File: src/include/failover_defs.svh
`ifndef FAILOVER_DEFS_SVH
`define FAILOVER_DEFS_SVH
// boot switch mode encodings
`define MODE_NORMAL 4'h0
`define MODE_NORMAL_EE 4'h1
`define MODE_FO_P0 4'h2
`define MODE_FO_P2 4'h3
`define MODE_EE_FO_P0 4'h4
`define MODE_EE_FO_P2 4'h5
// external port numbers as reported
`define PORT_LOW 2'h0
`define PORT_HIGH 2'h2
// request source bit positions
`define SRC_SW 0
`define SRC_SIG 1
`define SRC_WDT 2
// timing
`define CLK_PERIOD_NS 25
`define TICK_PERIOD_NS 1000
`define TICK_CYCLES (`TICK_PERIOD_NS / `CLK_PERIOD_NS)
// edges after reset release before straps are caught
`define STRAP_SETTLE 2'h3
// reset value of the software select field
`define SEL_RESET 1'b0
`endif

File: src/include/failover_pkg.sv
package failover_pkg;
  typedef enum logic [1:0] {ST_IDLE, ST_DOWN, ST_MUX, ST_TRAIN} fo_state_t;
  typedef logic [2:0] src_vec_t;
  typedef logic [3:0] boot_mode_t;
  typedef logic [1:0] port_num_t;
endpackage

File: src/include/wdog_if.sv
`timescale 1ns/10ps
interface wdog_if #(parameter int CNT_W = 32) ();
  logic wr;
  logic [CNT_W-1:0] wdata;
  logic [CNT_W-1:0] count;
  logic expire;
  modport ctl (output wr, output wdata, input count, input expire);
  modport tmr (input wr, input wdata, output count, output expire);
endinterface

File: src/hdl/pin_sync.sv
`timescale 1ns/10ps
module pin_sync #(
  parameter int W = 1
) (
  input wire logic sys_clk_i,
  input wire logic rst_n_i,
  input wire logic [W-1:0] d_i,
  output logic [W-1:0] q_o
);
  logic [W-1:0] meta_q;
  logic [W-1:0] sync_q;
  // two stages; only the second stage is visible outside
  always_ff @(posedge sys_clk_i or negedge rst_n_i) begin
    if (!rst_n_i) begin
      meta_q <= '0;
      sync_q <= '0;
    end else begin
      meta_q <= d_i;
      sync_q <= meta_q;
    end
  end
  assign q_o = sync_q;
endmodule // pin_sync

File: src/hdl/watchdog_timer.sv
`timescale 1ns/10ps
`include "failover_defs.svh"
module watchdog_timer #(
  parameter int CNT_W = 32
) (
  input wire logic sys_clk_i,
  input wire logic rst_n_i,
  wdog_if.tmr wd
);
  localparam int TICKS = `TICK_CYCLES;
  localparam int DIV_W = $clog2(TICKS);
  logic [DIV_W-1:0] div_q;
  logic tick;
  logic [CNT_W-1:0] cnt_q;
  logic exp_q;

  if (CNT_W < 8 || CNT_W > 32) begin : g_bad_width
    $error("watchdog width must be 8 to 32");
  end

  // microsecond enable from the core clock
  assign tick = (div_q == DIV_W'(TICKS - 1));
  always_ff @(posedge sys_clk_i or negedge rst_n_i) begin
    if (!rst_n_i) begin
      div_q <= '0;
    end else if (tick) begin
      div_q <= '0;
    end else begin
      div_q <= div_q + 1'b1;
    end
  end

  // count and stop
  // a write rearms at once and beats a decrement in the same cycle
  always_ff @(posedge sys_clk_i or negedge rst_n_i) begin
    if (!rst_n_i) begin
      cnt_q <= '0;
    end else if (wd.wr) begin
      cnt_q <= wd.wdata;
    end else if (tick && cnt_q != '0) begin
      cnt_q <= cnt_q - 1'b1;
    end
  end

  // expiry pulse
  // only a decrement from one counts; writing zero never fires
  always_ff @(posedge sys_clk_i or negedge rst_n_i) begin
    if (!rst_n_i) begin
      exp_q <= 1'b0;
    end else begin
      exp_q <= !wd.wr && tick && cnt_q == CNT_W'(1);
    end
  end

  assign wd.count = cnt_q;
  assign wd.expire = exp_q;

  a_tick_period: assert property (
    @(posedge sys_clk_i) disable iff (!rst_n_i)
    tick |-> ##40 tick)
    else $error("microsecond tick spacing wrong");
  a_count_holds_zero: assert property (
    @(posedge sys_clk_i) disable iff (!rst_n_i)
    (cnt_q == '0 && !wd.wr) |=> cnt_q == '0)
    else $error("count moved from zero without a write");
  a_expire_cause: assert property (
    @(posedge sys_clk_i) disable iff (!rst_n_i)
    exp_q |-> $past(cnt_q) == CNT_W'(1) && cnt_q == '0)
    else $error("expiry without a one to zero step");
endmodule // watchdog_timer

File: src/hdl/upstream_port_failover.sv
`timescale 1ns/10ps
`include "failover_defs.svh"
module upstream_port_failover
  import failover_pkg::*;
#(
  parameter int CNT_W = 32
) (
  input wire logic sys_clk_i,
  input wire logic rst_n_i,
  input wire logic [3:0] boot_switch_mode_i,
  input wire logic upstream_select_pin_i,
  input wire logic cfg_sel_wr_i,
  input wire logic cfg_sel_data_i,
  input wire logic smb_sel_wr_i,
  input wire logic smb_sel_data_i,
  input wire logic signal_failover_enable_i,
  input wire logic timer_failover_enable_i,
  input wire logic link_down_hot_reset_disable_i,
  input wire logic wdog_wr_i,
  input wire logic [CNT_W-1:0] wdog_data_i,
  input wire logic change_clear_i,
  output logic ltssm_force_detect_o,
  output logic dl_down_o,
  output logic replay_flush_o,
  output logic queue_flush_o,
  output logic serdes_sel_o,
  output logic link_train_start_o,
  output logic hot_reset_req_o,
  output logic port2_disable_o,
  output logic failover_enabled_flag_o,
  output logic [1:0] current_upstream_port_o,
  output logic upstream_change_sticky_o,
  output logic upstream_change_initiated_o,
  output logic upstream_select_o,
  output logic upstream_select_level_o,
  output logic [CNT_W-1:0] wdog_count_o
);
  logic [4:0] pins_sync;
  boot_mode_t mode_sync;
  logic sel_pin;
  logic [1:0] settle_q;
  logic strap_done_q;
  logic fo_mode_q;
  port_num_t cur_port_q;
  port_num_t target_q;
  port_num_t pin_port;
  logic sel_field_q;
  logic sw_evt;
  logic sig_cond;
  logic wdt_evt;
  src_vec_t raw_req;
  src_vec_t acc_req;
  src_vec_t pend_q;
  src_vec_t inprog_q;
  src_vec_t pick;
  fo_state_t state_q;
  logic force_q;
  logic dl_down_q;
  logic flush_q;
  logic train_q;
  logic hot_rst_q;
  logic sticky_q;
  logic initiated_q;

  wdog_if #(.CNT_W(CNT_W)) wdog ();

  // straps and the select pin come from outside the clock domain
  pin_sync #(.W(5)) u_pin_sync (
    .sys_clk_i(sys_clk_i),
    .rst_n_i(rst_n_i),
    .d_i({upstream_select_pin_i, boot_switch_mode_i}),
    .q_o(pins_sync)
  );
  assign mode_sync = pins_sync[3:0];
  assign sel_pin = pins_sync[4];
  assign upstream_select_level_o = sel_pin;
  // low port 0, high port 2
  assign pin_port = sel_pin ? `PORT_HIGH : `PORT_LOW;

  assign wdog.wr = wdog_wr_i;
  assign wdog.wdata = wdog_data_i;
  watchdog_timer #(.CNT_W(CNT_W)) u_watchdog (
    .sys_clk_i(sys_clk_i),
    .rst_n_i(rst_n_i),
    .wd(wdog)
  );
  assign wdog_count_o = wdog.count;

  // straps caught after release
  // wait for the synchroniser to fill before trusting the mode pins
  always_ff @(posedge sys_clk_i or negedge rst_n_i) begin
    if (!rst_n_i) begin
      settle_q <= 2'h0;
      strap_done_q <= 1'b0;
    end else if (!strap_done_q) begin
      settle_q <= settle_q + 2'h1;
      strap_done_q <= (settle_q == `STRAP_SETTLE - 2'h1);
    end
  end

  // only rst_n_i (fundamental reset) clears this; hot reset is not an input
  always_ff @(posedge sys_clk_i or negedge rst_n_i) begin
    if (!rst_n_i) begin
      fo_mode_q <= 1'b0;
    end else if (!strap_done_q && settle_q == `STRAP_SETTLE - 2'h1) begin
      fo_mode_q <= (mode_sync == `MODE_FO_P0) ||
                   (mode_sync == `MODE_FO_P2) ||
                   (mode_sync == `MODE_EE_FO_P0) ||
                   (mode_sync == `MODE_EE_FO_P2);
    end
  end

  // field written by either master
  // configuration wins a same-cycle collision with the management bus
  always_ff @(posedge sys_clk_i or negedge rst_n_i) begin
    if (!rst_n_i) begin
      sel_field_q <= `SEL_RESET;
    end else if (cfg_sel_wr_i) begin
      sel_field_q <= cfg_sel_data_i;
    end else if (smb_sel_wr_i) begin
      sel_field_q <= smb_sel_data_i;
    end
  end
  assign upstream_select_o = sel_field_q;

  // every source is gated by the strapped mode
  always_comb begin
    sw_evt = 1'b0;
    if (cfg_sel_wr_i) begin
      sw_evt = cfg_sel_data_i != sel_field_q;
    end else if (smb_sel_wr_i) begin
      sw_evt = smb_sel_data_i != sel_field_q;
    end
    sw_evt = sw_evt && fo_mode_q;
  end

  assign sig_cond = fo_mode_q && signal_failover_enable_i &&
                    (pin_port != cur_port_q);
  assign wdt_evt = fo_mode_q && timer_failover_enable_i && wdog.expire;
  assign raw_req = {wdt_evt, sig_cond, sw_evt};

  // same type dropped
  // a source already running or already waiting takes no second request
  assign acc_req = raw_req & ~(inprog_q | pend_q);

  // fixed priority among waiting sources: software, pin, watchdog
  always_comb begin
    pick = 3'h0;
    if (pend_q[`SRC_SW]) begin
      pick[`SRC_SW] = 1'b1;
    end else if (pend_q[`SRC_SIG]) begin
      pick[`SRC_SIG] = 1'b1;
    end else if (pend_q[`SRC_WDT]) begin
      pick[`SRC_WDT] = 1'b1;
    end
  end

  // other type held
  // a new request always waits here; launch happens from idle only
  always_ff @(posedge sys_clk_i or negedge rst_n_i) begin
    if (!rst_n_i) begin
      pend_q <= 3'h0;
    end else if (state_q == ST_IDLE) begin
      pend_q <= (pend_q & ~pick) | acc_req;
    end else begin
      pend_q <= pend_q | acc_req;
    end
  end

  // failover sequencer
  always_ff @(posedge sys_clk_i or negedge rst_n_i) begin
    if (!rst_n_i) begin
      state_q <= ST_IDLE;
    end else begin
      case (state_q)
        ST_IDLE: begin
          if (pend_q != 3'h0) begin
            state_q <= ST_DOWN;
          end
        end
        ST_DOWN: state_q <= ST_MUX;
        ST_MUX: state_q <= ST_TRAIN;
        ST_TRAIN: state_q <= ST_IDLE;
        default: state_q <= ST_IDLE;
      endcase
    end
  end

  always_ff @(posedge sys_clk_i or negedge rst_n_i) begin
    if (!rst_n_i) begin
      inprog_q <= 3'h0;
    end else if (state_q == ST_IDLE) begin
      inprog_q <= pick;
    end else if (state_q == ST_TRAIN) begin
      inprog_q <= 3'h0;
    end
  end

  // watchdog takes the other port
  // target is fixed at launch so a deferred request uses fresh state
  always_ff @(posedge sys_clk_i or negedge rst_n_i) begin
    if (!rst_n_i) begin
      target_q <= `PORT_LOW;
    end else if (state_q == ST_IDLE) begin
      if (pick[`SRC_SW]) begin
        target_q <= sel_field_q ? `PORT_HIGH : `PORT_LOW;
      end else if (pick[`SRC_SIG]) begin
        target_q <= pin_port;
      end else begin
        target_q <= (cur_port_q == `PORT_LOW) ? `PORT_HIGH : `PORT_LOW;
      end
    end
  end

  always_ff @(posedge sys_clk_i or negedge rst_n_i) begin
    if (!rst_n_i) begin
      force_q <= 1'b0;
      flush_q <= 1'b0;
    end else begin
      force_q <= (state_q == ST_IDLE) && (pend_q != 3'h0);
      flush_q <= (state_q == ST_IDLE) && (pend_q != 3'h0);
    end
  end

  // link stays down until training on the new port is started
  always_ff @(posedge sys_clk_i or negedge rst_n_i) begin
    if (!rst_n_i) begin
      dl_down_q <= 1'b0;
    end else if (state_q == ST_IDLE && pend_q != 3'h0) begin
      dl_down_q <= 1'b1;
    end else if (state_q == ST_TRAIN) begin
      dl_down_q <= 1'b0;
    end
  end

  always_ff @(posedge sys_clk_i or negedge rst_n_i) begin
    if (!rst_n_i) begin
      hot_rst_q <= 1'b0;
    end else begin
      hot_rst_q <= (state_q == ST_IDLE) && (pend_q != 3'h0) &&
                   !link_down_hot_reset_disable_i;
    end
  end

  always_ff @(posedge sys_clk_i or negedge rst_n_i) begin
    if (!rst_n_i) begin
      cur_port_q <= `PORT_LOW;
    end else if (!strap_done_q && settle_q == `STRAP_SETTLE - 2'h1) begin
      cur_port_q <= (mode_sync == `MODE_FO_P2 ||
                     mode_sync == `MODE_EE_FO_P2) ? `PORT_HIGH : `PORT_LOW;
    end else if (state_q == ST_DOWN) begin
      cur_port_q <= target_q;
    end
  end

  always_ff @(posedge sys_clk_i or negedge rst_n_i) begin
    if (!rst_n_i) begin
      train_q <= 1'b0;
    end else begin
      train_q <= (state_q == ST_MUX);
    end
  end

  // sticky change flag
  // set beats a same-cycle clear so no failover goes unseen
  always_ff @(posedge sys_clk_i or negedge rst_n_i) begin
    if (!rst_n_i) begin
      sticky_q <= 1'b0;
    end else if (state_q == ST_IDLE && pend_q != 3'h0) begin
      sticky_q <= 1'b1;
    end else if (change_clear_i) begin
      sticky_q <= 1'b0;
    end
  end

  always_ff @(posedge sys_clk_i or negedge rst_n_i) begin
    if (!rst_n_i) begin
      initiated_q <= 1'b0;
    end else begin
      initiated_q <= (acc_req != 3'h0) || (pend_q != 3'h0) ||
                     (state_q != ST_IDLE);
    end
  end

  assign ltssm_force_detect_o = force_q;
  assign dl_down_o = dl_down_q;
  assign replay_flush_o = flush_q;
  assign queue_flush_o = flush_q;
  assign hot_reset_req_o = hot_rst_q;
  assign link_train_start_o = train_q;
  assign current_upstream_port_o = cur_port_q;
  assign serdes_sel_o = (cur_port_q == `PORT_HIGH);
  assign failover_enabled_flag_o = fo_mode_q;
  assign port2_disable_o = fo_mode_q;
  assign upstream_change_sticky_o = sticky_q;
  assign upstream_change_initiated_o = initiated_q;

  a_down_on_launch: assert property (
    @(posedge sys_clk_i) disable iff (!rst_n_i)
    (state_q == ST_IDLE && pend_q != 3'h0) |=>
      ltssm_force_detect_o && dl_down_o && upstream_change_sticky_o)
    else $error("launch did not force the link down");
  a_flush_with_down: assert property (
    @(posedge sys_clk_i) disable iff (!rst_n_i)
    ltssm_force_detect_o |-> replay_flush_o && queue_flush_o)
    else $error("link forced down without flush");
  a_mux_then_train: assert property (
    @(posedge sys_clk_i) disable iff (!rst_n_i)
    ltssm_force_detect_o |-> ##1 (current_upstream_port_o == target_q)
      ##1 link_train_start_o && dl_down_o ##1 !dl_down_o)
    else $error("mux and training order broken");
  a_hot_reset_gate: assert property (
    @(posedge sys_clk_i) disable iff (!rst_n_i)
    ltssm_force_detect_o |->
      hot_reset_req_o == !$past(link_down_hot_reset_disable_i))
    else $error("hot reset request does not follow disable bit");
  a_mode_quiet: assert property (
    @(posedge sys_clk_i) disable iff (!rst_n_i)
    !fo_mode_q |-> state_q == ST_IDLE && pend_q == 3'h0)
    else $error("failover activity outside failover mode");
  a_same_drop: assert property (
    @(posedge sys_clk_i) disable iff (!rst_n_i)
    (inprog_q[`SRC_SW] && state_q != ST_IDLE && !pend_q[`SRC_SW]) |=>
      !pend_q[`SRC_SW])
    else $error("same type request was queued");
  a_defer_other: assert property (
    @(posedge sys_clk_i) disable iff (!rst_n_i)
    (state_q == ST_DOWN && acc_req[`SRC_WDT]) |=> pend_q[`SRC_WDT]
      ##2 state_q == ST_IDLE ##1 state_q == ST_DOWN)
    else $error("deferred request not run after current one");
  a_pin_failover: assert property (
    @(posedge sys_clk_i) disable iff (!rst_n_i)
    (sig_cond && state_q == ST_IDLE && pend_q == 3'h0) |=>
      pend_q[`SRC_SIG] ##1 ltssm_force_detect_o ##1
      current_upstream_port_o == $past(pin_port, 3))
    else $error("pin failover did not reach the pin port");
endmodule // upstream_port_failover

File: config.mk
export PLATFORM = sky130hd
export DESIGN_NAME = upstream_port_failover
export DESIGN_NICKNAME = d
export VERILOG_FILES = /design/src/include/failover_pkg.sv /design/src/include/wdog_if.sv /design/src/hdl/pin_sync.sv /design/src/hdl/watchdog_timer.sv /design/src/hdl/upstream_port_failover.sv
export VERILOG_INCLUDE_DIRS = /design/src /design/src/include
export SDC_FILE = /design/constraint.sdc
export NUM_CORES = 1
export LEC_CHECK = 0
export BUFFER_PORTS_ARGS = -buffer_cell sky130_fd_sc_hd__buf_2
export CAP_MARGIN = 0
export CORE_ASPECT_RATIO = 0.6
export CORE_MARGIN = 2
export CORE_UTILIZATION = 30
export CTS_BUF_LIST = sky130_fd_sc_hd__clkbuf_16
export CTS_CLUSTER_SIZE = 40
export DETAILED_ROUTE_END_ITERATION = 6
export GPL_ROUTABILITY_DRIVEN = 0
export MAX_ROUTING_LAYER = met4
export SLEW_MARGIN = 25
export SYNTH_ARGS = -nofsm -noshare
export SYNTH_HDL_FRONTEND = slang
export SYNTH_SLANG_ARGS = --single-unit
File: constraint.sdc
create_clock -name sys_clk_i -period 6.16 [get_ports sys_clk_i]
set_clock_uncertainty 0.15 [all_clocks]
set_input_delay 0.616 -clock sys_clk_i [delete_from_list [all_inputs] [get_ports sys_clk_i]]
set_output_delay 0.616 -clock sys_clk_i [all_outputs]
set_load 0.05 [all_outputs]
==> results of run 1 <==
[state kept, by name, indices dropped and copies added (netlist names)]
register	count
u_pin_sync.meta_q	5
upstream_select_o	1
current_upstream_port_o	1
hot_reset_req_o	1
target_q	1
dl_down_o	1
pend_q	3
failover_enabled_flag_o	1
upstream_change_initiated_o	1
queue_flush_o	1
upstream_change_sticky_o	1
u_pin_sync.q_o	5
u_watchdog.wd.count	32
inprog_q	3
u_watchdog.wd.expire	1
settle_q	2
state_q	2
u_watchdog.div_q	6
link_train_start_o	1
strap_done_q	1
[layer usage]
layer | up-vias | routed length (um)
li1 | 1576 | -
met1 | 1592 | 5360
met2 | 105 | 3950
met3 | 9 | 692
met4 | 0 | 110
met5 | - | 0
[power by group through the flow]
stage | sequential, mW | combinational (mW) | clock, mW
4_1_cts | 0.592 | 0.432 | 0.524
5_1_grt | 0.605 | 0.468 | 0.545
6_report | 0.593 | 0.433 | 0.509
3_3_place_gp | 0.595 | 0.424 | 0
2_1_floorplan | 0.715 | 0.197 | 0
3_5_place_dp | 0.599 | 0.431 | 0
[cells by family (layout without fill, tap and decap cells)]
logic type,after synthesis,in the layout
simple gates,168,168
compound gates,82,82
flops,70,70
buf+inv,35,130
xor+xnor,10,10
fa+ha+maj,8,8
mux,4,4
other cells,1,1
[path summary, 6_finish.rpt]
path | start | cells after the start | end | slack [ns]
min in group sys_clk_i | u_pin_sync.meta_q[4] | 0 | u_pin_sync.q_o[4] | 0.20
setup / recovery | u_watchdog.wd.count[22] | 5 | u_watchdog.wd.count[23] | 3.18
setup reg to reg | u_watchdog.wd.count[22] | 5 | u_watchdog.wd.count[23] | 3.18
max in group asynchronous | rst_n_i | 3 | dl_down_o | 5.22
hold / removal | rst_n_i | 2 | u_watchdog.wd.count[11] | 0.08
hold reg to reg | u_pin_sync.meta_q[4] | 0 | u_pin_sync.q_o[4] | 0.20
[critical path, cell delays in order (launching register included)]
cell     delay, ns
dfrtp_1       0.42
nor3_1        0.59
nand4_1       0.50
or4_1         0.80
a311o_1       0.37
nand3_1       0.08
[Yosys cell counts, types with 3 or more instances]
cell / count
dfrtp_1: 70
nor2_1: 42
nand2_1: 30
o21ai_0: 26
a31oi_1: 21
inv_1: 16
or4_1: 14
nand3_1: 13
or3_1: 12
nand4_1: 11
o31ai_1: 11
clkbuf_1: 10
nor3_1: 10
a21oi_1: 8
ha_1: 8
o311ai_0: 6
xor2_1: 6
buf_4: 5
o211ai_1: 5
or2_2: 5
nor4_1: 4
xnor2_1: 4
and4_1: 3
mux2i_1: 3
nand3b_1: 3
nor2b_1: 3
[through the flow]
step	hold slack (ns)	total power, mW
2_1_floorplan	0.170	0.912
3_3_place_gp	0.183	1.02
3_5_place_dp	0.185	1.03
4_1_cts	0.198	1.55
5_1_grt	0.104	1.62
6_report	0.0849	1.53
[final cells by class]
class	instances	area (um^2)
clock buffer	9	225
clock inverter	7	65.1
fill	1165	6960
inverter	16	60.1
multi-input combinational	273	1660
sequential	70	1750
tap	160	200
timing repair buffer	98	523
==> impl_metrics.ini, run 1 <==
[status]
status = completed

[pwr]
clkPwrFrac = 0.332
power_frac_seq = 0.386
switching_share = 0.380
p_sw_mw = 0.582
comb_power_share = 0.282
vdd_drop_max_uv = 131
leakagePower_nw = 1.92
power.internal_mw = 0.952
power_per_cell_area_nw_per_um2 = 342

[cts]
numClockSinks = 70
cts_tree = yes
insertion_delay_ns = 0.33
cts_setup_buffers = 0
cts_root_buf = clkbuf_16
cts_buffers = 9
htree_levels = 3
clk_pin_slew_ns = 0.06
ctsHoldBuffers = 0
cts_max_path_buffers = 2
ctsResizeCount = 0

[sta]
rsz0062_at_grt = no
setup_slack_ns = 3.18
final_hold_viol_count = 0
worst_slew_pin_slew_ns = 0.721
slew_viol_final = 0
fin_crit_sh = 0.484
tns_ns = 0
fmax_mhz = 335
setup_viol = 0
relSlewSlack = 0.517
period_minus_slack_ns = 2.98

[floorplan]
core_um2 = 11400
dieArea_um2 = 12800
die_width_um = 145
die_h_um = 88.5
initial_core_util = 0.312
ioPinCount = 95
rows = 30

[worst_setup_path]
endpoint_kind = flop
path_class = reg -> reg
critPathArrivalTime_ns = 3.10
start_kind = flop
required_ns = 6.28
crit_fanout = 9

[detailed_routing]
drt_first_iter_violations = 182
routed_via_density = 5.18
vias = 3282
wl_per_cell_um = 16.0
drc = 0
dr.pass1.iters = 4
routed_wirelength_um = 10100
final_antenna_net_count = 0

[finish]
fin_area_um2 = 4490
syn_to_final_growth_pct = 25.7
layout_common_cells = buf_2 (93), dfrtp_1 (70), nor2_1 (42)
final_nets = 524
antenna_cells = 0
instances_no_fill = 633
layout-drive-gt1-share = 0.273
final_core_util = 0.392
layout_commonest_cell = buf_2

[global_route]
top_usage_layer = met1
grt-ovfl-total = 0
met3_usage = 0.0465
grt_pass1_vias = 3128
use_met1 = 0.258
grt_pass1_wl_um = 16400
antenna_found_initial = 0
grt_use_met2 = 0.224
grt_use_total = 0.174
grt_max_degree = 71

[synthesis]
synth_edf_count = 0
synth_area_per_cell_um2 = 9.45
syn-num-nets = 434
synth_area_um2 = 3570
yosys.area.top_type_share = 0.491
synth_top_family_by_area = simple AND/OR/NAND/NOR gates
ys_ff_latch = 70
synth-simple-area-share = 0.254
netlist_top_cells_area = dfrtp_1 (49%), nor2_1 (4.4%), a31oi_1 (3.7%)
synth-compound-area-share = 0.145
postSynthCellCount = 378
yosys.area_share.xor_xnor = 0.0245
yosys_warnings = 0
ys_seq_area_frac = 0.491
synthFlopType = dfrtp_1
synthAdderAreaFrac = 0.0280
synth_top_cell_by_area = dfrtp_1
synth_cell_types = 49
postSynth.asyncResetShare = 1.00
synthMuxAreaShare = 0.0116

[place]
place_hpwl_um = 7360
numPortBuffers = 93
post-place-ws_ns = 3.23
placed_area_um2 = 4170
dp.cells = 616

[worst_hold_path]
hold_class = in -> async

[job]
drv_cap = 0
Power figures use the tool's default switching activity.
==> run 2: changes to the inputs <==
Settings changed: ABC_AREA set to 1.
Clock period 6.16 ns to 2.8 ns, I/O delays scaled along.
==> run 2 against run 1 <==
Against the previous run:
- hold slack lost 0.082 ns
- critical path depth increased by 4
- clock power is 110% higher
- first-iteration DRC count up 68%
- largest power group unchanged
- via count increased by 21%
- non-clock buffer count rose by 7
- count of clock-buffer cells in the layout is the same
- highest routed layer unchanged
- critical path type unchanged
- synthesized cell count rose by 46%
==> impl_metrics.ini, run 2 <==
[pwr]
power_per_cell_area_nw_per_um2 = 721
leakagePower_nw = 2.60
vdd_drop_max_uv = 235

[finish]
antenna_cells = 0
instances_no_fill = 824
syn_to_final_growth_pct = 23.6
multi_input_area_um2 = 1950
final_nets = 705
largest_register_ffs = 32
layout_common_cells = nand2_1 (169), buf_2 (92), nor2_1 (73)
layout_commonest_cell = nand2_1
fill_cells = 1322
layout-drive-gt1-share = 0.199
seqCellArea_um2 = 1750

[detailed_routing]
drt_first_iter_violations = 305
vias = 3965
routed_wirelength_um = 11700
routed_via_density = 4.81
dr.pass1.iters = 5
wl_per_cell_um = 14.2
drc = 0
final_antenna_net_count = 0

[worst_hold_path]
hold_depth = 3
hp-start = wdog_data_i[30]
hold_end = u_watchdog.wd.count[30]
hold_class = in -> reg

[status]
status = completed

[floorplan]
dieArea_um2 = 14500
initial_core_util = 0.311
rows = 32
die_width_um = 154
die_h_um = 93.9
ioPinCount = 95
core_um2 = 13000

[sta]
setup_viol = 0
rsz0062_at_grt = no
tns_ns = 0
relSlewSlack = 0.391
period_minus_slack_ns = 2.43
final_hold_viol_count = 0
fmax_mhz = 411
fin_crit_sh = 0.869
worst_slew_pin_slew_ns = 0.914
slew_viol_final = 0

[cts]
numClockSinks = 70
cts_tree = yes
cts_max_path_buffers = 2
htree_levels = 3
clk_pin_slew_ns = 0.06
insertion_delay_ns = 0.34
cts_buffers = 9
cts_setup_buffers = 0
cts_root_buf = clkbuf_16

[synthesis]
synth_area_per_cell_um2 = 7.35
yosys_warnings = 0
synthTopCellsByCount = nand2_1 (169), nor2_1 (73), dfrtp_1 (70)
ys_seq_area_frac = 0.433
synth_edf_count = 0
postSynthCellCount = 550
synth_cell_types = 37
postSynth.asyncResetShare = 1.00
netlist_top_cells_area = dfrtp_1 (43%), nand2_1 (16%), nand3_1 (6.8%)
yosys.area.top_type_share = 0.433
yosysMostFrequentCell = nand2_1
synth_area_um2 = 4040
synth_top_cell_by_area = dfrtp_1
ys_ff_latch = 70
synthFlopType = dfrtp_1
syn-num-nets = 606

[worst_setup_path]
cp_cell_sequence = inv_1, ha_1, nand2_4, nor2_8, nand2_4, o21ai_4, nand2_2, o21ai_1, o21ai_1
r2r_start = u_watchdog.wd.count[0]
endpoint_kind = flop
crit_buf_inv = 1
r2r-end = u_watchdog.wd.count[8]
critical_path.slowest_cell = dfrtp_1
path_class = reg -> reg
rr_worst_depth = 9
crit_fanout = 20
critical_path.top_delay_family = simple AND/OR/NAND/NOR gates
r2r_setup_slack_ns = 0.37
cpPeakStageDelay_ns = 0.41
start_kind = flop
required_ns = 2.87
critPathArrivalTime_ns = 2.50

[place]
place_hpwl_um = 9000
numPortBuffers = 93
dp.cells = 800

[global_route]
grt_pass1_vias = 3636
antenna_found_initial = 0
grt_max_degree = 71
grt_pass1_wl_um = 18800
grt-ovfl-total = 0
grt_use_total = 0.173

[job]
drv_cap = 0
run 2: cell types whose count changed after synthesis, sizes merged, moves of 5 or more:
cell / previous run / this run
nand3: 13 / 55
inv: 16 / 60
nor2: 42 / 80
a31oi: 21 / 0
or4: 15 / 0
nand2: 30 / 173
nor3: 11 / 2
o311ai: 6 / 1
or3: 13 / 0
clkbuf: 11 / 5
o31ai: 11 / 1
o21ai: 26 / 33
run 2: worst max-delay path by stage:
stage | start | endpoint | cells past startpoint
2_1_floorplan | u_watchdog.wd.count[0] | u_watchdog.wd.count[14] | 11
3_3_place_gp | u_watchdog.wd.count[0] | u_watchdog.wd.count[17] | 9
3_5_place_dp | u_watchdog.wd.count[0] | u_watchdog.wd.count[8] | 9
4_1_cts | u_watchdog.wd.count[0] | u_watchdog.wd.count[15] | 9
5_1_grt | u_watchdog.wd.count[0] | u_watchdog.wd.count[29] | 9
6_report | u_watchdog.wd.count[0] | u_watchdog.wd.count[8] | 9
run 2: worst reg2reg max path, stage by stage (launching register included):
cell and delay, ns:
dfrtp_1 0.41, inv_1 0.12, ha_1 0.28, nand2_4 0.12, nor2_8 0.17, nand2_4 0.10
o21ai_4 0.36, nand2_2 0.35, o21ai_1 0.18, o21ai_1 0.08
run 2: report_power, final:
group | total (mW) | switching [mW] | internal (mW)
Clock | 1.09 | 0.475 | 0.612
Combinational | 1.19 | 0.872 | 0.316
Sequential | 1.33 | 0.158 | 1.17
run 2: metrics by stage:
stage | setup slack, ns | hold WS (ns) | util | total power [mW] | cell area, um^2
2_1_floorplan | 0.638 | -0.166 | - | 2.18 | 4040
3_3_place_gp | 0.503 | 0.185 | 0.356 | 2.49 | 4640
3_5_place_dp | 0.367 | 0.185 | 0.356 | 2.51 | 4640
4_1_cts | 0.355 | 0.00186 | 0.384 | 3.62 | 5000
5_1_grt | 0.145 | 0.0143 | 0.384 | 3.80 | 5000
6_report | 0.367 | 0.00324 | 0.384 | 3.60 | 5000
run 2: kinds of logic (layout without fill, tap and decap cells):
group | Yosys count | count (layout) | share of synthesized area
mux | 2 | 2 | 0.00495
simple gates | 328 | 328 | 0.351
buf+inv | 77 | 181 | 0.0848
xor+xnor | 14 | 14 | 0.0303
fa+ha+maj | 8 | 8 | 0.0248
compound gates | 50 | 50 | 0.0696
other cells | 1 | 1 | 0.000928
flops | 70 | 70 | 0.433
run 2: metal layers:
| layer | GRT usage | vias to the layer above | share of wire |
|---|---|---|---|
| met5 | - | - | 0 |
| met4 | 0.0436 | 0 | 0.013 |
| met3 | 0.0618 | 15 | 0.099 |
| met2 | 0.232 | 175 | 0.40 |
| met1 | 0.245 | 1837 | 0.49 |
| li1 | - | 1938 | - |
run 2: layout make-up:
cell class,count,share of cell area
multi-input combinational,403,0.390
sequential,70,0.351
timing repair buffer,105,0.116
clock buffer,9,0.0451
inverter,60,0.0451
tap,170,0.0426
clock inverter,7,0.0110
run 2: what timing repair did:
action / in CTS / in global routing
resized for setup: 0 / 0
endpoints found under the hold margin: 77 / 0
endpoints found under the setup margin: 0 / 0
hold buffers: 8 / 0
